### config.mk
export PLATFORM = sky130hd
export DESIGN_NAME = loop_clock_ctrl
export DESIGN_NICKNAME = d
export VERILOG_FILES = /design/src/loop_clock_ctrl.v
export VERILOG_INCLUDE_DIRS = /design/src
export SDC_FILE = /design/constraint.sdc
export NUM_CORES = 1
export LEC_CHECK = 0
export ABC_AREA = 1
export ABC_CLOCK_PERIOD_IN_PS = 2500
export BUFFER_PORTS_ARGS = -buffer_cell sky130_fd_sc_hd__buf_2
export CAP_MARGIN = 0
export CORE_ASPECT_RATIO = 1.2
export CORE_MARGIN = 2
export CORE_UTILIZATION = 45
export CTS_CLUSTER_DIAMETER = 200
export DETAILED_ROUTE_END_ITERATION = 6
export SYNTH_ARGS = -nofsm -noshare
export SYNTH_HDL_FRONTEND = slang
export SYNTH_SLANG_ARGS = --single-unit
### constraint.sdc
create_clock -name clk_i -period 2.5 [get_ports clk_i]
set_clock_uncertainty 0.05 [all_clocks]
set_input_delay 0.25 -clock clk_i [delete_from_list [all_inputs] [get_ports clk_i]]
set_output_delay 0.25 -clock clk_i [all_outputs]
set_load 0.1 [all_outputs]
### src/loop_clock_regs.vh
// Purpose: Offsets, fields, reset values and counts of the loop clock block
// Assumes: 8-bit register port, byte offsets
// Notes:   Included by loop_clock_ctrl.v only
`ifndef LOOP_CLOCK_REGS_VH
`define LOOP_CLOCK_REGS_VH

// ==========================================================================
// Offsets
`define OFS_LOOP_CONTROL   2'h0
`define OFS_BANDWIDTH      2'h1
`define OFS_MULT_PROGRAM   2'h2

// ==========================================================================
// Loop control register fields
`define CTL_IE_BIT         7
`define CTL_FLAG_BIT       6
`define CTL_ON_BIT         5
`define CTL_BSS_BIT        4
`define CTL_UNUSED_MASK    8'h0F

// ==========================================================================
// Bandwidth register fields
`define BW_AUTO_BIT        7
`define BW_LOCK_BIT        6
`define BW_TRACK_BIT       5

// ==========================================================================
// Reset values
`define MULT_PROGRAM_RST   8'h1_1
`define LOOP_ON_RST        1'b1

// ==========================================================================
// Lock detector and switch counts
`define DET_WINDOW         8'h1_0
`define TOL_TRACK          8'h0_1
`define TOL_UNTRACK        8'h0_2
`define TOL_LOCK           8'h0_0
`define TOL_UNLOCK         8'h0_1
`define SWITCH_EDGES       2'h3

`endif

### src/loop_clock_ctrl.v
// Purpose: Loop bandwidth control, lock detection and base clock selection
// Assumes: Crystal and VCO clocks are slower than half of clk_i
// Notes:   Source clocks are sampled, so base_clock_out_o is clk_i aligned
//          Lock detector counts feedback pulses per window of crystal edges
//          Offsets, fields and counts live in the regs header
//
// The register addresses and the address-and-strobe port were chosen for this implementation.
`timescale 1ns/1ps
`include "loop_clock_regs.vh"

module loop_clock_ctrl #(
	parameter [7:0] WINDOW = `DET_WINDOW
) (
	input  wire       clk_i,
	input  wire       rst_i,
	input  wire       crystal_clock_i,
	input  wire       vco_clock_i,
	input  wire       stop_i,
	input  wire [1:0] addr_i,
	input  wire [7:0] wr_data_i,
	input  wire       wr_i,
	input  wire       rd_i,
	output reg  [7:0] rd_data_o,
	output reg        base_clock_out_o,
	output reg        vco_enable_o,
	output reg        filter_track_o,
	output reg        vco_feedback_clock_o,
	output reg        irq_o
);

	// ======================================================================
	// Helpers
	function [3:0] eff_mult;
		input [3:0] n;
		begin
			eff_mult = (n == 4'h0) ? 4'h1 : n;
		end
	endfunction

	function [7:0] abs_diff;
		input [7:0] a;
		input [7:0] b;
		begin
			abs_diff = (a > b) ? (a - b) : (b - a);
		end
	endfunction

	// One-hot states of the source switch
	localparam [1:0] ST_RUN  = 2'b01;
	localparam [1:0] ST_HOLD = 2'b10;

	// ======================================================================
	// Source clock synchronisers
	reg  [1:0] sync1_reg;
	reg  [1:0] sync2_reg;
	reg  [1:0] sync3_reg;
	wire [1:0] src_raw = {vco_clock_i, crystal_clock_i};
	wire [1:0] src_rise = sync2_reg & ~sync3_reg;
	wire       xtal_rise = src_rise[0];
	wire       vco_rise = src_rise[1];

	// The second and third flops feed the edge detect; the third is the second's delayed copy
	genvar gi;
	generate
		for (gi = 0; gi < 2; gi = gi + 1) begin : g_sync
			always @(posedge clk_i or posedge rst_i) begin
				if (rst_i) begin
					sync1_reg[gi] <= 1'b0;
					sync2_reg[gi] <= 1'b0;
					sync3_reg[gi] <= 1'b0;
				end else begin
					sync1_reg[gi] <= src_raw[gi];
					sync2_reg[gi] <= sync1_reg[gi];
					sync3_reg[gi] <= sync2_reg[gi];
				end
			end
		end
	endgenerate

	// ======================================================================
	// Registers
	reg  [7:0] prog_reg;
	reg        ie_reg;
	reg        flag_reg;
	reg        on_reg;
	reg        bss_reg;
	reg        auto_reg;
	reg        track_reg;
	reg        lock_reg;

	wire [3:0] mult_n = prog_reg[7:4];
	wire [3:0] range_l = prog_reg[3:0];
	wire       loop_run = on_reg && (range_l != 4'h0);
	wire       wr_ctl = wr_i && (addr_i == `OFS_LOOP_CONTROL);
	wire       wr_bw = wr_i && (addr_i == `OFS_BANDWIDTH);
	wire       wr_pg = wr_i && (addr_i == `OFS_MULT_PROGRAM);
	wire       rd_ctl = rd_i && (addr_i == `OFS_LOOP_CONTROL);
	wire       new_on = wr_data_i[`CTL_ON_BIT];
	wire       new_bss = wr_data_i[`CTL_BSS_BIT];
	wire       both_chg = (new_on != on_reg) && (new_bss != bss_reg);
	wire       lock_toggle;
	wire       auto_track_next;

	reg on_next;
	reg bss_next;
	always @* begin
		on_next = on_reg;
		bss_next = bss_reg;
		if (wr_ctl && !both_chg) begin
			if (new_on || !bss_reg)
				on_next = new_on;
			if (!new_bss || (on_reg && range_l != 4'h0))
				bss_next = new_bss;
		end
		if (stop_i)
			bss_next = 1'b0;
	end

	// Program register, no side effects
	always @(posedge clk_i or posedge rst_i) begin
		if (rst_i)
			prog_reg <= `MULT_PROGRAM_RST;
		else if (wr_pg)
			prog_reg <= wr_data_i;
	end

	// Loop enable and source select, guarded above
	always @(posedge clk_i or posedge rst_i) begin
		if (rst_i) begin
			on_reg <= `LOOP_ON_RST;
			bss_reg <= 1'b0;
		end else begin
			on_reg <= on_next;
			bss_reg <= bss_next;
		end
	end

	// Enable only writable in auto mode, forced low in manual
	always @(posedge clk_i or posedge rst_i) begin
		if (rst_i)
			ie_reg <= 1'b0;
		else if (!auto_reg)
			ie_reg <= 1'b0;
		else if (wr_ctl)
			ie_reg <= wr_data_i[`CTL_IE_BIT];
	end

	// Set wins over a same-cycle read so no lock change is lost
	always @(posedge clk_i or posedge rst_i) begin
		if (rst_i)
			flag_reg <= 1'b0;
		else if (auto_reg && lock_toggle)
			flag_reg <= 1'b1;
		else if (rd_ctl || !auto_reg)
			flag_reg <= 1'b0;
	end

	// Bandwidth mode select
	always @(posedge clk_i or posedge rst_i) begin
		if (rst_i)
			auto_reg <= 1'b0;
		else if (wr_bw)
			auto_reg <= wr_data_i[`BW_AUTO_BIT];
	end

	// Tracking bit: detector owned in auto, software owned in manual
	always @(posedge clk_i or posedge rst_i) begin
		if (rst_i)
			track_reg <= 1'b0;
		else if (auto_reg)
			track_reg <= auto_track_next;
		else if (wr_bw)
			track_reg <= wr_data_i[`BW_TRACK_BIT];
	end

	// ======================================================================
	// Feedback divider and lock detector
	reg  [3:0] div_cnt_reg;
	reg        fb_pulse_reg;
	reg  [7:0] ref_cnt_reg;
	reg  [7:0] fb_cnt_reg;
	reg        det_track_reg;
	wire       win_end = xtal_rise && (ref_cnt_reg == WINDOW - 8'h0_1);
	wire [7:0] err = abs_diff(fb_cnt_reg, WINDOW);
	reg        lock_next;
	reg        dtrk_next;

	// Hysteresis: looser exit tolerance keeps the flags from chattering
	always @* begin
		lock_next = lock_reg;
		dtrk_next = det_track_reg;
		if (!loop_run || !auto_reg) begin
			lock_next = 1'b0;
			dtrk_next = 1'b0;
		end else if (win_end) begin
			if (err <= `TOL_LOCK)
				lock_next = 1'b1;
			else if (err > `TOL_UNLOCK)
				lock_next = 1'b0;
			if (err <= `TOL_TRACK)
				dtrk_next = 1'b1;
			else if (err > `TOL_UNTRACK)
				dtrk_next = 1'b0;
		end
	end

	assign lock_toggle = (lock_next != lock_reg);
	assign auto_track_next = dtrk_next;

	always @(posedge clk_i or posedge rst_i) begin
		if (rst_i) begin
			div_cnt_reg <= 4'h0;
			fb_pulse_reg <= 1'b0;
			ref_cnt_reg <= 8'h0_0;
			fb_cnt_reg <= 8'h0_0;
			det_track_reg <= 1'b0;
			lock_reg <= 1'b0;
		end else begin
			det_track_reg <= dtrk_next;
			lock_reg <= lock_next;
			fb_pulse_reg <= 1'b0;
			if (!loop_run) begin
				div_cnt_reg <= 4'h0;
			end else if (vco_rise) begin
				if (div_cnt_reg >= eff_mult(mult_n) - 4'h1) begin
					div_cnt_reg <= 4'h0;
					fb_pulse_reg <= 1'b1;
				end else begin
					div_cnt_reg <= div_cnt_reg + 4'h1;
				end
			end
			if (!loop_run || win_end) begin
				ref_cnt_reg <= 8'h0_0;
				fb_cnt_reg <= 8'h0_0;
			end else begin
				if (xtal_rise)
					ref_cnt_reg <= ref_cnt_reg + 8'h0_1;
				if (fb_pulse_reg && fb_cnt_reg != 8'hF_F)
					fb_cnt_reg <= fb_cnt_reg + 8'h0_1;
			end
		end
	end

	// ======================================================================
	// Glitch-free base clock selector
	reg  [1:0] st_reg;
	reg        cur_vco_reg;
	reg  [1:0] xcnt_reg;
	reg  [1:0] vcnt_reg;
	// Range zero forces the crystal even with the select bit set
	wire       want_vco = bss_reg && loop_run;
	wire       cur_rise = cur_vco_reg ? vco_rise : xtal_rise;

	always @(posedge clk_i or posedge rst_i) begin
		if (rst_i) begin
			st_reg <= ST_RUN;
			cur_vco_reg <= 1'b0;
			xcnt_reg <= 2'h0;
			vcnt_reg <= 2'h0;
			base_clock_out_o <= 1'b0;
		end else begin
			case (st_reg)
			ST_RUN: begin
				if (cur_rise)
					base_clock_out_o <= ~base_clock_out_o;
				if (want_vco != cur_vco_reg) begin
					st_reg <= ST_HOLD;
					xcnt_reg <= 2'h0;
					vcnt_reg <= 2'h0;
				end
			end
			ST_HOLD: begin
				// Output frozen; a stopped VCO blocks the return unless the loop is off
				if (xtal_rise && xcnt_reg != `SWITCH_EDGES)
					xcnt_reg <= xcnt_reg + 2'h1;
				if (vco_rise && vcnt_reg != `SWITCH_EDGES)
					vcnt_reg <= vcnt_reg + 2'h1;
				if (xcnt_reg == `SWITCH_EDGES &&
				    (vcnt_reg == `SWITCH_EDGES || !loop_run)) begin
					cur_vco_reg <= want_vco;
					st_reg <= ST_RUN;
				end
			end
			default: st_reg <= ST_RUN;
			endcase
		end
	end

	// ======================================================================
	// Outputs
	always @(posedge clk_i or posedge rst_i) begin
		if (rst_i)
			vco_enable_o <= 1'b0;
		else
			vco_enable_o <= loop_run;
	end

	always @(posedge clk_i or posedge rst_i) begin
		if (rst_i)
			filter_track_o <= 1'b0;
		else
			filter_track_o <= track_reg;
	end

	always @(posedge clk_i or posedge rst_i) begin
		if (rst_i)
			vco_feedback_clock_o <= 1'b0;
		else if (fb_pulse_reg)
			vco_feedback_clock_o <= ~vco_feedback_clock_o;
	end

	// Level request; cleared through the flag, the enable or leaving auto
	always @(posedge clk_i or posedge rst_i) begin
		if (rst_i)
			irq_o <= 1'b0;
		else
			irq_o <= auto_reg && ie_reg && flag_reg;
	end

	// ======================================================================
	// Read port
	// Lock masked by auto: lock_reg clears one cycle after leaving auto
	always @(posedge clk_i or posedge rst_i) begin
		if (rst_i) begin
			rd_data_o <= 8'h0_0;
		end else begin
			rd_data_o <= 8'h0_0;
			if (rd_i) begin
				case (addr_i)
				`OFS_LOOP_CONTROL:
					rd_data_o <= {ie_reg, flag_reg, on_reg, bss_reg,
					              4'h0} | `CTL_UNUSED_MASK;
				`OFS_BANDWIDTH:
					rd_data_o <= {auto_reg, auto_reg && lock_reg,
					              track_reg, 5'h00};
				`OFS_MULT_PROGRAM:
					rd_data_o <= prog_reg;
				default:
					rd_data_o <= 8'h0_0;
				endcase
			end
		end
	end

endmodule // loop_clock_ctrl

==> metrics.txt <==
# TYPE chip_impl_metric gauge
chip_impl_metric{name="critical_path_peak_fanout",unit=""} 4
chip_impl_metric{name="antennaDiodeCount",unit=""} 0
chip_impl_metric{name="die_area",unit="µm²"} 8080
chip_impl_metric{name="routabilityCongestion",unit=""} 0.804
chip_impl_metric{name="detailroute.via_count",unit=""} 2623
chip_impl_metric{name="detail_route.wl_per_cell",unit="µm"} 12.8
chip_impl_metric{name="grt_overflow",unit=""} 0
chip_impl_metric{name="ctsResizeCount",unit=""} 0
chip_impl_info{name="timing.critical_path.to_type",value="flip-flop"} 1
chip_impl_info{name="layout.cells.most_common_list",value="inv_1, dfrtp_1, nand2_1, nor2_1, nand3_1"} 1
chip_impl_metric{name="starting_density",unit="%"} 46.2
chip_impl_metric{name="synth.yosys.warnings",unit=""} 0
chip_impl_info{name="timing.critical_path.to",value="div_cnt_reg[2]"} 1
chip_impl_metric{name="antenna_violations_before_repair",unit=""} 0
chip_impl_info{name="synth_top_cell_by_area",value="dfrtp_1"} 1
chip_impl_metric{name="die_width",unit="µm"} 82.4
chip_impl_metric{name="portBuffers",unit=""} 29
chip_impl_metric{name="rr_worst_depth",unit=""} 13
chip_impl_info{name="status",value="finished, final reports clean"} 1
chip_impl_metric{name="synth.cell_area",unit="µm²"} 3320
chip_impl_metric{name="post-cts-setup-buffer-count",unit=""} 0
chip_impl_metric{name="routed_wirelength",unit="µm"} 6670
chip_impl_metric{name="tightest_slew",unit="ns"} 0.829
chip_impl_info{name="hold_path.class",value="in -> reg"} 1
chip_impl_metric{name="tritoncts.num_buffers",unit=""} 9
chip_impl_metric{name="synth_edf_count",unit=""} 0
chip_impl_info{name="worst_hold_startpoint",value="stop_i"} 1
chip_impl_metric{name="placed_cell_count",unit=""} 502
chip_impl_metric{name="netlist_instances",unit=""} 385
chip_impl_metric{name="number_of_global_route_vias_before_repair",unit=""} 2621
chip_impl_info{name="rsz0062_at_grt",value="no"} 1
chip_impl_info{name="r2r-start",value="prog_reg[5]"} 1
chip_impl_metric{name="cts_num_sinks",unit=""} 63
chip_impl_info{name="worst_setup_sp",value="prog_reg[5]"} 1
chip_impl_metric{name="post_route_cells_drive_above_1_share",unit="%"} 19.3
chip_impl_metric{name="cts_hold_buf",unit=""} 3
chip_impl_metric{name="grt_max_degree",unit=""} 42
chip_impl_metric{name="p_per_area",unit="nW/µm²"} 727
chip_impl_info{name="cts_tree",value="yes"} 1
chip_impl_info{name="clockRootBuffer",value="clkbuf_8"} 1
chip_impl_metric{name="placeableCoreArea",unit="µm²"} 7190
chip_impl_metric{name="grt_first_pass_wirelength",unit="µm"} 11600
chip_impl_metric{name="drc_errors",unit=""} 0
chip_impl_info{name="timing.rr.end",value="div_cnt_reg[2]"} 1
chip_impl_metric{name="netlist.area_leader.share",unit="%"} 44.5
chip_impl_metric{name="ys_ff_latch",unit=""} 63
chip_impl_metric{name="r2r_slack",unit="ns"} 0.24
chip_impl_metric{name="cts.path.max_buffers",unit=""} 2
chip_impl_metric{name="area_growth_syn_to_fin",unit="%"} 15.7
chip_impl_metric{name="worst_skew_pair.late_latency",unit="ns"} 0.34
chip_impl_metric{name="drt.antenna.violating_nets",unit=""} 0
chip_impl_metric{name="groute.usage.overall",unit="%"} 18.6
chip_impl_metric{name="critPathArrivalTime",unit="ns"} 2.46
chip_impl_metric{name="finalHoldViolCount",unit=""} 0
chip_impl_metric{name="finalCritPeriodShare",unit="%"} 90.4
chip_impl_info{name="critical_path_class",value="reg -> reg"} 1
chip_impl_metric{name="static-leakage-power",unit="nW"} 1.97
chip_impl_metric{name="detailedRoute.firstIterationViolations",unit=""} 198
chip_impl_metric{name="detail_route.vias_per_cell",unit=""} 5.03
chip_impl_metric{name="seq_area_frac_synth",unit="%"} 47.6
chip_impl_metric{name="dpl.hpwl",unit="µm"} 4990
chip_impl_metric{name="max_freq",unit="MHz"} 443
chip_impl_metric{name="path_clk_slew",unit="ns"} 0.08
chip_impl_metric{name="syn_area_per_cell",unit="µm²"} 8.62
chip_impl_metric{name="timing.final.setup_violations",unit=""} 0
chip_impl_metric{name="boundaryPins",unit=""} 30
chip_impl_info{name="dominantRegCellSynth",value="dfrtp_1"} 1
chip_impl_info{name="synth_area_leaders",value="dfrtp_1, inv_1, ha_1"} 1
chip_impl_metric{name="final-max-slew-violation-count",unit=""} 0
chip_impl_metric{name="floorplan.die.height",unit="µm"} 98.1
chip_impl_metric{name="drt_first_pass_iters",unit=""} 4
chip_impl_metric{name="final_period_minus_worst_setup_slack",unit="ns"} 2.26
chip_impl_metric{name="async_reset_ff_share",unit="%"} 100
chip_impl_metric{name="ctsHtreeMaxLevel",unit=""} 3
chip_impl_metric{name="vdd.ir_drop.worst",unit="mV"} 0.460
chip_impl_info{name="timing.critical_path.from_type",value="flip-flop"} 1
chip_impl_metric{name="relative_slew_margins",unit="%"} 44.5
chip_impl_metric{name="final_net_count",unit=""} 460
chip_impl_metric{name="worst-endpoint-required",unit="ns"} 2.71
chip_impl_metric{name="synthDistinctLibCells",unit=""} 40
chip_impl_metric{name="post_layout_nonfiller_instances",unit=""} 521
chip_impl_metric{name="total_of_max_cap_violations",unit=""} 0
chip_impl_metric{name="row_cnt",unit=""} 34
chip_impl_metric{name="postSynthNetCount",unit=""} 419
chip_impl_metric{name="finalSetupTns",unit="ns"} 0
-- kinds of logic after synthesis --
logic type | after synthesis | share of synthesized area, %
AOI/OAI and AO/OA | 59 | 10.0
adders and majority gates | 17 | 6.41
DFF | 63 | 47.6
and+or+nand+nor | 167 | 25.0
xor gates and xnor gates | 7 | 1.85
muxes | 3 | 1.02
buffers and inverters | 69 | 8.10
-- power by group --
part	leakage [nW]	switching (mW)	internal [mW]	total [mW]
logic	1.04	0.471	0.146	0.617
registers	0.819	0.0581	1.11	1.17
clock network	0.113	0.410	0.593	1.00
total	1.97	0.940	1.85	2.79
-- stage by stage --
stage / setup WS, ns / utilization (%) / area, µm² / total power, mW / hold WS [ns]
after CTS: 0.235 / 53.4 / 3840 / 2.82 / 0.0235
after floorplan: 0.477 / - / 3320 / 1.67 / 0.231
after global routing: 0.0386 / 53.4 / 3840 / 2.93 / 0.0214
after global placement: 0.351 / 49.8 / 3580 / 1.80 / 0.251
after detailed placement: 0.268 / 49.8 / 3580 / 1.81 / 0.263
final: 0.241 / 53.4 / 3840 / 2.79 / 0.0333
-- critical path, stage by stage, from the launching register on --
cell	delay, ns
dfrtp_1	0.42
nor2_1	0.12
inv_1	0.06
nor2_1	0.09
nor2_1	0.07
ha_1	0.28
ha_1	0.29
inv_1	0.06
nor2_1	0.03
o211ai_1	0.14
nand3_1	0.11
nor3_1	0.20
inv_1	0.10
o21ai_0	0.15
-- layer usage --
metal | vias up | track usage [%] | part of all wire, %
li1 | 1334 | - | -
met4 | 0 | 7.69 | 1.9
met1 | 1248 | 25.3 | 49
met3 | 11 | 3.42 | 2.4
met5 | - | 0 | 0
met2 | 30 | 29.1 | 47
-- synth_stat cells (all sizes together), types with 2 or more instances --
| master | number |
|---|---|
| nand3b | 3 |
| nor2 | 44 |
| dfstp | 4 |
| xor2 | 4 |
| clkbuf | 2 |
| nand2 | 61 |
| nand4 | 6 |
| dfrtp | 59 |
| mux2 | 3 |
| ha | 17 |
| a21oi | 24 |
| xnor2 | 3 |
| o21ai | 27 |
| inv | 66 |
| nor3 | 7 |
| nand3 | 41 |
| nor4 | 2 |
-- worst min-delay path by stage --
stage	end	slack [ns]	cells after the start
final	bss_reg	0.03	2
after global routing	bss_reg	0.02	2
after CTS	bss_reg	0.02	2
after detailed placement	det_track_reg	0.26	2
after global placement	det_track_reg	0.25	2
after floorplan	sync1_reg[0]	0.23	0
-- area by class of cell --
type,instances,area [µm²]
Clock buffer,10,138
Inverter,66,250
Multi-Input combinational cell,253,1470
Sequential cell,63,1580
Timing Repair Buffer,33,195
Clock inverter,6,93.8
Tap cell,90,113
Fill cell,673,3350
Note: power is estimated with default switching activity, not from simulation.
